<file path="src/rtl/peb_pkg.sv">
// Constants, field layouts and carrier types for the strap override and boost register slice.
// Assumes one device clock at 40 MHz and a simple byte-wide register port driven by the serial front end.
package peb_pkg;

  // Register offsets
  localparam logic [7:0] ADDR_RSVD_RO_A = 8'h39;
  localparam logic [7:0] ADDR_LOW_RATE_BOOST = 8'h3A;
  localparam logic [7:0] ADDR_RSVD_RO_B = 8'h3B;
  localparam logic [7:0] ADDR_RSVD_RO_C = 8'h3C;
  localparam logic [7:0] ADDR_RSVD_RW_D = 8'h3D;
  localparam logic [7:0] ADDR_EYE_LOCK_MON = 8'h3E;
  localparam logic [7:0] ADDR_STRAP_OVERRIDE = 8'h3F;
  localparam logic [7:0] ADDR_ADAPT_ENTRY0 = 8'h40;
  localparam logic [7:0] ADDR_ADAPT_ENTRY1 = 8'h41;
  localparam logic [7:0] ADDR_ADAPT_ENTRY2 = 8'h42;
  localparam logic [7:0] ADDR_ADAPT_ENTRY3 = 8'h43;

  // Values after reset
  localparam logic [7:0] RST_RSVD_RO_A = 8'h00;
  localparam logic [7:0] RST_LOW_RATE_BOOST = 8'h00;
  localparam logic [7:0] RST_RSVD_RO_B = 8'h96;
  localparam logic [7:0] RST_RSVD_RO_C = 8'h90;
  localparam logic [7:0] RST_RSVD_RW_D = 8'h00;
  localparam logic [7:0] RST_EYE_LOCK_MON = 8'h80;
  localparam logic [7:0] RST_STRAP_OVERRIDE = 8'h01;
  localparam logic [7:0] RST_ADAPT_ENTRY0 = 8'h00;
  localparam logic [7:0] RST_ADAPT_ENTRY1 = 8'h40;
  localparam logic [7:0] RST_ADAPT_ENTRY2 = 8'h80;
  localparam logic [7:0] RST_ADAPT_ENTRY3 = 8'h50;
  localparam logic [7:0] RDATA_UNMAPPED = 8'h00;

  // Bit positions
  localparam int LOCKMON_EN_BIT = 7;
  localparam int ADAPT_STRAP_BYPASS_BIT = 5;
  localparam int INSEL_STRAP_BYPASS_BIT = 4;
  localparam int OUTMUX_STRAP_BYPASS_BIT = 3;
  localparam int REFRATE_STRAP_BYPASS_BIT = 2;
  localparam int BOOST_STRAP_BYPASS_BIT = 1;
  localparam int MID_RATE_ADAPT_BIT = 0;

  // Field encodings
  localparam logic [1:0] ROUTE_FIRST_BOTH = 2'h0;
  localparam logic [1:0] ROUTE_FIRST_OUT0 = 2'h1;
  localparam logic [1:0] ROUTE_SECOND_OUT1 = 2'h2;
  localparam logic [1:0] ROUTE_SECOND_BOTH = 2'h3;
  localparam logic [1:0] MODE_MANUAL = 2'h0;
  localparam logic [1:0] MODE_AUTO = 2'h1;
  localparam logic [1:0] REFRATE_VIDEO = 2'h0;
  localparam logic [1:0] REFRATE_10GBE = 2'h1;
  localparam logic [1:0] STRAP_INSEL_10GBE = 2'h3;
  localparam logic [1:0] STRAP_OUTCTRL_BYPASS = 2'h3;

  // Eye monitor interval base time and its cycle count
  localparam int CLK_MHZ = 40;
  localparam int EYE_BASE_US = 25;
  localparam int EYE_BASE_CYCLES = EYE_BASE_US * CLK_MHZ;

  // Detected line rate
  typedef enum logic [2:0] {
    RATE_270M,
    RATE_1G5,
    RATE_3G,
    RATE_6G,
    RATE_12G,
    RATE_10GBE,
    RATE_NONE
  } peb_rate_t;

  // One boost byte as four stage controls
  typedef struct packed {
    logic [1:0] stage0;
    logic [1:0] stage1;
    logic [1:0] stage2;
    logic [1:0] stage3;
  } peb_boost_t;

  // Fields held in neighbouring registers
  typedef struct packed {
    logic [1:0] adapt_mode;
    logic [1:0] route_sel;
    logic [1:0] out_mux;
    logic [1:0] ref_rate;
    logic boost_ov_en;
    logic [7:0] boost_word;
    logic [3:0] eye_interval;
  } peb_ext_t;

  // Resolved control outputs
  typedef struct packed {
    logic out0_on;
    logic out1_on;
    logic src_second;
    logic [1:0] out_mux;
    logic [1:0] ref_rate;
    logic ref_rate_invalid;
    logic adapt_en;
    logic boost_bypass;
  } peb_ctrl_t;

endpackage

</file>
<file path="src/rtl/peb_sync.sv">
// Two-stage synchroniser for a bus of levels.
// Assumes the input bits change slowly, as straps do; no multi-bit coherence is given.
`timescale 1ns/1ps
module peb_sync #(
  parameter int W = 1
) (
  input wire logic clk, // Sampling clock
  input wire logic rst_n, // Async reset, active low
  input wire logic [W-1:0] d, // Asynchronous level
  output logic [W-1:0] q // Synchronised level
);

  logic [W-1:0] meta_reg;
  logic [W-1:0] sync_reg;

  // First stage feeds only the second
  always_ff @(posedge clk or negedge rst_n) begin
    if (!rst_n) begin
      meta_reg <= '0;
      sync_reg <= '0;
    end else begin
      meta_reg <= d;
      sync_reg <= meta_reg;
    end
  end

  assign q = sync_reg;

endmodule

</file>
<file path="src/rtl/peb_top.sv">
// Strap override, low-rate boost, eye lock monitor and boost table registers.
// Assumes a byte register port from the serial front end and neighbouring fields on the same clock.
`timescale 1ns/1ps
module peb_top #(
  parameter int EYE_BASE_CYCLES = peb_pkg::EYE_BASE_CYCLES
) (
  input wire logic CLK, // Device clock
  input wire logic RSTN, // Async reset, active low
  input wire logic [7:0] REG_ADDR, // Register address
  input wire logic REG_WR, // Write strobe
  input wire logic REG_RD, // Read strobe
  input wire logic [7:0] REG_WDATA, // Write data
  output logic [7:0] REG_RDATA, // Read data
  output logic REG_RVALID, // Read data valid pulse
  input wire logic [1:0] IN_OUT_SEL_PIN, // Input/output select strap
  input wire logic [1:0] OUT_CTRL_PIN, // Output control strap
  input wire peb_pkg::peb_ext_t EXT_FIELDS, // Neighbouring register fields
  input wire peb_pkg::peb_rate_t RATE_DETECT, // Detected line rate
  input wire logic LOCK_DONE, // Clock recovery locked
  input wire logic ADAPT_DONE, // Adaptation finished
  input wire logic [1:0] ADAPT_INDEX, // Current adaptation index
  output peb_pkg::peb_ctrl_t CTRL_OUT, // Resolved controls
  output peb_pkg::peb_boost_t BOOST_STAGES, // Second-input equalizer stages
  output logic EYE_EVAL_PULSE, // Eye evaluation request
  output logic MONITOR_ACTIVE // Eye monitor running
);

  typedef enum logic [1:0] {
    EYE_IDLE,
    EYE_COUNT,
    EYE_FIRE
  } peb_eye_state_t;

  logic rst_meta_reg;
  logic rst_n_sync_reg;
  logic rst_n;
  logic [1:0] insel_pin;
  logic [1:0] outctrl_pin;

  logic [7:0] low_rate_boost_reg;
  logic [7:0] rsvd_rw_d_reg;
  logic [7:0] eye_lock_mon_reg;
  logic [7:0] strap_override_reg;
  logic [7:0] adapt_entry_reg [4];
  logic [7:0] rdata_reg;
  logic rvalid_reg;
  peb_pkg::peb_ctrl_t ctrl_reg;
  peb_pkg::peb_ctrl_t ctrl_next;
  peb_pkg::peb_boost_t boost_reg;
  peb_pkg::peb_boost_t boost_next;
  peb_eye_state_t eye_state_reg;
  peb_eye_state_t eye_state_next;
  logic [31:0] eye_cnt_reg;
  logic [31:0] eye_cnt_next;
  logic eye_pulse_reg;
  logic mon_active_reg;

  // Reset release through two flip-flops
  // Only the second flop is read, so release never reaches logic metastable
  always_ff @(posedge CLK or negedge RSTN) begin
    if (!RSTN) begin
      rst_meta_reg <= 1'b0;
      rst_n_sync_reg <= 1'b0;
    end else begin
      rst_meta_reg <= 1'b1;
      rst_n_sync_reg <= rst_meta_reg;
    end
  end
  assign rst_n = rst_n_sync_reg;

  // Strap pins into the clock domain
  peb_sync #(.W(4)) u_strap_sync (
    .clk(CLK),
    .rst_n(rst_n),
    .d({IN_OUT_SEL_PIN, OUT_CTRL_PIN}),
    .q({insel_pin, outctrl_pin})
  );

  // Address decode
  wire wr_low_rate = REG_WR && (REG_ADDR == peb_pkg::ADDR_LOW_RATE_BOOST);
  wire wr_rsvd_d = REG_WR && (REG_ADDR == peb_pkg::ADDR_RSVD_RW_D);
  wire wr_eye_mon = REG_WR && (REG_ADDR == peb_pkg::ADDR_EYE_LOCK_MON);
  wire wr_override = REG_WR && (REG_ADDR == peb_pkg::ADDR_STRAP_OVERRIDE);
  wire wr_entry_hit = REG_WR && (REG_ADDR[7:2] == peb_pkg::ADDR_ADAPT_ENTRY0[7:2]);
  wire [1:0] wr_entry_idx = REG_ADDR[1:0];

  // Override bit views
  wire mon_enable = eye_lock_mon_reg[peb_pkg::LOCKMON_EN_BIT];
  wire adapt_bypass = strap_override_reg[peb_pkg::ADAPT_STRAP_BYPASS_BIT];
  wire insel_bypass = strap_override_reg[peb_pkg::INSEL_STRAP_BYPASS_BIT];
  wire outmux_bypass = strap_override_reg[peb_pkg::OUTMUX_STRAP_BYPASS_BIT];
  wire refrate_bypass = strap_override_reg[peb_pkg::REFRATE_STRAP_BYPASS_BIT];
  wire boost_bypass_ov = strap_override_reg[peb_pkg::BOOST_STRAP_BYPASS_BIT];
  wire mid_rate_adapt = strap_override_reg[peb_pkg::MID_RATE_ADAPT_BIT];

  // Writable registers
  always_ff @(posedge CLK or negedge rst_n) begin
    if (!rst_n) begin
      low_rate_boost_reg <= peb_pkg::RST_LOW_RATE_BOOST;
      rsvd_rw_d_reg <= peb_pkg::RST_RSVD_RW_D;
      eye_lock_mon_reg <= peb_pkg::RST_EYE_LOCK_MON;
      strap_override_reg <= peb_pkg::RST_STRAP_OVERRIDE;
    end else begin
      if (wr_low_rate) low_rate_boost_reg <= REG_WDATA;
      if (wr_rsvd_d) rsvd_rw_d_reg <= REG_WDATA;
      if (wr_eye_mon) eye_lock_mon_reg <= REG_WDATA;
      if (wr_override) strap_override_reg <= REG_WDATA;
    end
  end

  // Boost table entries
  always_ff @(posedge CLK or negedge rst_n) begin
    if (!rst_n) begin
      adapt_entry_reg[0] <= peb_pkg::RST_ADAPT_ENTRY0;
      adapt_entry_reg[1] <= peb_pkg::RST_ADAPT_ENTRY1;
      adapt_entry_reg[2] <= peb_pkg::RST_ADAPT_ENTRY2;
      adapt_entry_reg[3] <= peb_pkg::RST_ADAPT_ENTRY3;
    end else if (wr_entry_hit) begin
      adapt_entry_reg[wr_entry_idx] <= REG_WDATA;
    end
  end

  // Read mux; read-only reserved registers return constants
  logic [7:0] rd_mux;
  always_comb begin
    rd_mux = peb_pkg::RDATA_UNMAPPED;
    unique case (REG_ADDR)
      peb_pkg::ADDR_RSVD_RO_A: rd_mux = peb_pkg::RST_RSVD_RO_A;
      peb_pkg::ADDR_LOW_RATE_BOOST: rd_mux = low_rate_boost_reg;
      peb_pkg::ADDR_RSVD_RO_B: rd_mux = peb_pkg::RST_RSVD_RO_B;
      peb_pkg::ADDR_RSVD_RO_C: rd_mux = peb_pkg::RST_RSVD_RO_C;
      peb_pkg::ADDR_RSVD_RW_D: rd_mux = rsvd_rw_d_reg;
      peb_pkg::ADDR_EYE_LOCK_MON: rd_mux = eye_lock_mon_reg;
      peb_pkg::ADDR_STRAP_OVERRIDE: rd_mux = strap_override_reg;
      peb_pkg::ADDR_ADAPT_ENTRY0: rd_mux = adapt_entry_reg[0];
      peb_pkg::ADDR_ADAPT_ENTRY1: rd_mux = adapt_entry_reg[1];
      peb_pkg::ADDR_ADAPT_ENTRY2: rd_mux = adapt_entry_reg[2];
      peb_pkg::ADDR_ADAPT_ENTRY3: rd_mux = adapt_entry_reg[3];
      default: rd_mux = peb_pkg::RDATA_UNMAPPED;
    endcase
  end

  // Registered read answer
  always_ff @(posedge CLK or negedge rst_n) begin
    if (!rst_n) begin
      rdata_reg <= 8'h00;
      rvalid_reg <= 1'b0;
    end else begin
      rvalid_reg <= REG_RD;
      if (REG_RD) rdata_reg <= rd_mux;
    end
  end

  // Strap or register source selection
  // Strap codes arrive two edges after the pins move
  wire [1:0] route_code = insel_bypass ? EXT_FIELDS.route_sel : insel_pin;
  wire [1:0] out_mux_sel = outmux_bypass ? EXT_FIELDS.out_mux : outctrl_pin;
  wire [1:0] strap_ref_rate = (insel_pin == peb_pkg::STRAP_INSEL_10GBE) ? peb_pkg::REFRATE_10GBE
                                                                         : peb_pkg::REFRATE_VIDEO;
  wire [1:0] ref_rate_sel = refrate_bypass ? EXT_FIELDS.ref_rate : strap_ref_rate;
  wire ref_rate_bad = (ref_rate_sel != peb_pkg::REFRATE_VIDEO) &&
                      (ref_rate_sel != peb_pkg::REFRATE_10GBE);
  wire strap_bypass = (outctrl_pin == peb_pkg::STRAP_OUTCTRL_BYPASS);
  wire bypass_sel = boost_bypass_ov ? EXT_FIELDS.boost_ov_en : strap_bypass;

  // Route decode
  // Source and output enables per route code
  logic out0_on;
  logic out1_on;
  logic src_second;
  always_comb begin
    out0_on = 1'b1;
    out1_on = 1'b1;
    src_second = 1'b0;
    unique case (route_code)
      peb_pkg::ROUTE_FIRST_BOTH: begin
        out0_on = 1'b1;
        out1_on = 1'b1;
        src_second = 1'b0;
      end
      peb_pkg::ROUTE_FIRST_OUT0: begin
        out0_on = 1'b1;
        out1_on = 1'b0;
        src_second = 1'b0;
      end
      peb_pkg::ROUTE_SECOND_OUT1: begin
        out0_on = 1'b0;
        out1_on = 1'b1;
        src_second = 1'b1;
      end
      peb_pkg::ROUTE_SECOND_BOTH: begin
        out0_on = 1'b1;
        out1_on = 1'b1;
        src_second = 1'b1;
      end
    endcase
  end

  // Adaptation request: register mode field or automatic on selection
  wire mode_auto = (EXT_FIELDS.adapt_mode == peb_pkg::MODE_AUTO);
  wire adapt_req = adapt_bypass ? mode_auto : src_second;
  wire low_rate = (RATE_DETECT == peb_pkg::RATE_270M) || (RATE_DETECT == peb_pkg::RATE_1G5);
  wire mid_rate_fixed = (RATE_DETECT == peb_pkg::RATE_3G) && !mid_rate_adapt;
  wire use_fixed = low_rate || mid_rate_fixed;
  wire adapt_active = adapt_req && !use_fixed && !bypass_sel;

  // Control output assembly
  always_comb begin
    ctrl_next.out0_on = out0_on;
    ctrl_next.out1_on = out1_on;
    ctrl_next.src_second = src_second;
    ctrl_next.out_mux = out_mux_sel;
    ctrl_next.ref_rate = ref_rate_sel;
    ctrl_next.ref_rate_invalid = ref_rate_bad;
    ctrl_next.adapt_en = adapt_active;
    ctrl_next.boost_bypass = bypass_sel;
  end

  // Boost word selection; byte maps straight onto stage fields
  // With no source chosen, table entry 0 stays on the stages
  always_comb begin
    if (bypass_sel) begin
      boost_next = peb_pkg::peb_boost_t'(EXT_FIELDS.boost_word);
    end else if (use_fixed) begin
      boost_next = peb_pkg::peb_boost_t'(low_rate_boost_reg);
    end else if (adapt_active) begin
      boost_next = peb_pkg::peb_boost_t'(adapt_entry_reg[ADAPT_INDEX]);
    end else begin
      boost_next = peb_pkg::peb_boost_t'(adapt_entry_reg[0]);
    end
  end

  // Output control registers
  always_ff @(posedge CLK or negedge rst_n) begin
    if (!rst_n) begin
      ctrl_reg <= '0;
      boost_reg <= '0;
    end else begin
      ctrl_reg <= ctrl_next;
      boost_reg <= boost_next;
    end
  end

  // Eye monitor interval length
  wire eye_ready = mon_enable && LOCK_DONE && ADAPT_DONE;
  // Shift by the interval field; 32 bits hold the longest interval
  wire [31:0] eye_limit = 32'(EYE_BASE_CYCLES) << EXT_FIELDS.eye_interval;

  // Eye monitor sequencing
  always_comb begin
    eye_state_next = eye_state_reg;
    eye_cnt_next = eye_cnt_reg;
    unique case (eye_state_reg)
      EYE_IDLE: begin
        eye_cnt_next = 32'h0000_0000;
        if (eye_ready) eye_state_next = EYE_COUNT;
      end
      EYE_COUNT: begin
        if (!eye_ready) begin
          eye_state_next = EYE_IDLE;
        end else if (eye_cnt_reg >= eye_limit - 32'h0000_0001) begin
          eye_state_next = EYE_FIRE;
        end else begin
          eye_cnt_next = eye_cnt_reg + 32'h0000_0001;
        end
      end
      EYE_FIRE: begin
        // The firing cycle is the first cycle of the next interval
        eye_cnt_next = 32'h0000_0001;
        eye_state_next = eye_ready ? EYE_COUNT : EYE_IDLE;
      end
      // Unused state code falls back to idle
      default: begin
        eye_state_next = EYE_IDLE;
        eye_cnt_next = 32'h0000_0000;
      end
    endcase
  end

  // Eye monitor state and pulse
  always_ff @(posedge CLK or negedge rst_n) begin
    if (!rst_n) begin
      eye_state_reg <= EYE_IDLE;
      eye_cnt_reg <= 32'h0000_0000;
      eye_pulse_reg <= 1'b0;
      mon_active_reg <= 1'b0;
    end else begin
      eye_state_reg <= eye_state_next;
      eye_cnt_reg <= eye_cnt_next;
      eye_pulse_reg <= (eye_state_next == EYE_FIRE);
      mon_active_reg <= (eye_state_next != EYE_IDLE);
    end
  end

  // Outputs straight from flip-flops
  assign REG_RDATA = rdata_reg;
  assign REG_RVALID = rvalid_reg;
  assign CTRL_OUT = ctrl_reg;
  assign BOOST_STAGES = boost_reg;
  assign EYE_EVAL_PULSE = eye_pulse_reg;
  assign MONITOR_ACTIVE = mon_active_reg;

endmodule

</file>
<file path="config.mk">
export PLATFORM = sky130hd
export DESIGN_NAME = peb_top
export DESIGN_NICKNAME = d
export VERILOG_FILES = /design/src/rtl/peb_pkg.sv /design/src/rtl/peb_sync.sv /design/src/rtl/peb_top.sv
export SDC_FILE = /design/constraint.sdc
export NUM_CORES = 1
export LEC_CHECK = 0
export ABC_CLOCK_PERIOD_IN_PS = 6000
export BUFFER_PORTS_ARGS = -buffer_cell sky130_fd_sc_hd__buf_2
export CAP_MARGIN = 40
export CORE_ASPECT_RATIO = 1.25
export CORE_UTILIZATION = 40
export DETAILED_ROUTE_END_ITERATION = 6
export PLACE_DENSITY_LB_ADDON = 0.3
export SLEW_MARGIN = 20
export SYNTH_ARGS = -nofsm -noshare
export SYNTH_HDL_FRONTEND = slang
export SYNTH_HIERARCHICAL = 1
export SYNTH_SLANG_ARGS = --single-unit
</file>
<file path="constraint.sdc">
create_clock -name CLK -period 6 [get_ports CLK]
set_input_delay 0.9 -clock CLK [delete_from_list [all_inputs] [get_ports CLK]]
set_output_delay 0.9 -clock CLK [all_outputs]
set_load 0.05 [all_outputs]
</file>
==> results.txt <==
Setup crit start kind -> input port
H-tree depth -> 4
Slew Limit Fails -> 0
Lkg Pwr -> 4.08 nW
Worst Skew -> 0.00835 ns
Post-CTS Setup Repair Bufs -> 0
# hold bufs at CTS -> 0
PwrDens -> 264 nW/um2
share of cells above drive strength 1 -> 0.278
Netlist cell types -> 76
Top delay family on crit path -> compound AO/OA/AOI/OAI gates
most numerous cell in the Yosys netlist -> dfrtp_1
Worst Setup Path Type -> input port to flop
top cell type's share of synthesized area -> 0.421
final setup fails -> 0
Max clock buf depth -> 2
Post-Place Cell Area -> 8360 um2
DRC -> 0
Chip Width -> 126 um
area of the die -> 19900 um2
Boundary Pins -> 81
global-route wire length before repair -> 31900 um
top cells by area, synth -> dfrtp_1 (42%), mux2_2 (11%), ha_1 (5.7%)
clk root buf -> clkbuf_16
GRT Overall Usage -> 0.208
Seq/Total Area, Yosys -> 0.441
initial antenna violation count -> 0
Worst Path Max Fanout -> 21
setup TNS -> 0 ns
TritonCTS Buffers -> 17
Initial Utilization -> 0.410
total power -> 2.37 mW
max_slew headroom -> 0.534
critical path cell sequence -> buf_2 > nor2_1 > nand2_1 > ha_1 > nand2_1 > mux2_2 > o32ai_1 > ha_1 > a21oi_1 > o21a_1 > o21ai_0 > o211a_1 > buf_8 > nor3_2 > a41o_1
ys flop type -> dfrtp_1
post-synthesis compound-gate area fraction -> 0.154
port bufs -> 80
RSZ-0062 raised after global routing -> false
multiplexer share of the synthesized area -> 0.155
Crit-path slowest cell -> nor3_2
CTS Sinks -> 136
Hold Vio Cnt, Final -> 0
top post-synthesis cells by count -> dfrtp_1 (130), mux2_2 (74), nand2_1 (61), nor2_1 (39), ha_1 (35)
Power Internal -> 1.69 mW
Diodes inserted -> 0
area of the core -> 18800 um2
CTS clock-pin slew for the worst setup and hold paths -> 0.06 ns
Gate power share -> 0.135
Final Wtd Congestion -> 0.804
synth warn -> 6
FFs w/ async S/R, synth -> 1.00
hpwl dp -> 14000 um
Crit Reg-Reg Startpoint -> eye_cnt_reg[5]
Clock power frac -> 0.451
vias in the first global route -> 6042
Layout Nets -> 890
drt total wl -> 19700 um
CP arrival -> 4.44 ns
# Max-Cap Violations -> 0
GRT overflow -> 0
routed wire length per instance -> 18.8 um
CP max stage delay -> 0.49 ns
Yosys top cell by area -> dfrtp_1
cts repair resizes -> 0
Reg2Reg Depth -> 8
Reg2Reg Setup Slack -> 3.05 ns
Die Y-Extent -> 157 um
post-route cell area -> 8990 um2
drt first-iter violations -> 445
Via density -> 5.87
status -> complete, no violations
CP required -> 6.36 ns
post-layout minimum cycle time -> 4.07 ns
Max VDD drop -> 0.000189 V
TritonCTS clock tree -> yes
critical path capture point type -> flop
Post-synth EDFFs -> 0
Avg Inst Size Synth -> 10.6 um2
Vias -> 6151
class of the worst hold path -> input port to async pin
Post-Synth Simple-Gate Area -> 0.157
TritonRoute pass-1 iters -> 5
CP Buf/Inv Count -> 2
Seq cells post-synth -> 136
Switch Pwr -> 0.688 mW
synthesized instance count -> 728
largest net degree at the start of global routing -> 63
Syn Std Cell Area -> 7730 um2
Max Freq -> 245 MHz
slew at the pin closest to its max-slew limit -> 0.698 ns
Worst R2R End -> eye_cnt_reg[20]
Tcrit/Tclk final -> 0.679
clock network latency to the later pin of the worst-skew pair -> 0.42 ns
main combinational cell family by area after synthesis -> simple AND/OR/NAND/NOR gates
Flop pwr share -> 0.414
Layout area overhead -> 16.3%
ANT nets after route -> 0
Synth Area in Adders -> 0.0567
Sw Ratio -> 0.290
row count -> 56
Synth Area in XOR/XNOR -> 0.00227
[per-stage QoR]
step,setup slack [ns],hold slack [ns],utilization,cells
5_1_grt,1.55,0.238,0.477,1048
6_report,1.93,0.249,0.477,1048
3_3_place_gp,1.54,0.334,0.441,1012
3_5_place_dp,1.54,0.271,0.444,1015
4_1_cts,1.98,0.234,0.476,1047
2_1_floorplan,1.94,0.331,-,735
[layer usage]
layer / GRT usage / share of wire / wire length (um)
met1: 0.241 / 0.41 / 8170
met2: 0.378 / 0.53 / 10400
met3: 0.0316 / 0.030 / 595
met4: 0.0924 / 0.029 / 574
met5: 0 / 0 / 0
[cell families after synthesis]
logic type                 Yosys count
muxes                               99
AOI/OAI and AO/OA                  166
adders and majority gates           35
DFF                                136
xor gates and xnor gates             2
buffers and inverters               63
other                                1
and+or+nand+nor                    226
[cell type report]
class / count / area (um2)
repair buffers: 88 / 508
clock buffers: 17 / 425
multi-input cells: 536 / 4090
well taps: 232 / 290
fillers: 1733 / 9850
clock inverters: 15 / 180
flip-flops and latches: 136 / 3410
inverters: 24 / 90.1
[cell usage in the layout (no fill, tap or decap), drive strengths merged, types with 7 or more instances in the layout]
master  count
dfrtp     130
buf        88
mux2       74
nand2      63
nor2       41
ha         35
inv        33
o21ai      31
a21oi      28
nand3      23
clkbuf     17
mux2i      16
nor3       14
o311ai     13
nand4      13
and3       10
o211ai     10
mux4        9
nor4        9
a31oi       8
or3         8
conb        8
a22oi       7
o22ai       7
nand3b      7
[power groups by stage]
stage               clock network (mW)  logic (mW)  registers (mW)
floorplan                            0       0.180            1.04
finish                            1.07       0.321           0.982
detailed placement                   0       0.317           0.999
CTS                               1.09       0.319           0.981
global route                      1.14       0.352           0.986
global placement                     0       0.306            1.00
[how the worst max path moves through the flow]
stage | startpoint | endpoint | slack, ns | depth (start not counted)
6_report | EXT_FIELDS[3] | eye_cnt_reg[20] | 1.93 | 15
3_3_place_gp | EXT_FIELDS[3] | eye_cnt_reg[20] | 1.54 | 15
4_1_cts | EXT_FIELDS[3] | eye_cnt_reg[20] | 1.98 | 15
5_1_grt | EXT_FIELDS[3] | eye_cnt_reg[6] | 1.55 | 14
2_1_floorplan | rst_n | BOOST_STAGES[0] | 1.94 | 0
3_5_place_dp | EXT_FIELDS[3] | eye_cnt_reg[6] | 1.54 | 14
[worst register-to-register path: stages, from the launching register on]
cell and delay [ns]:
dfrtp_1 0.47, ha_1 0.36, a211oi_1 0.21, nor2_1 0.07, o31a_1 0.31, o211a_1 0.46
buf_8 0.26, nor3_2 0.49, a41o_1 0.25
Note: power is estimated with default switching activity, not from simulation.
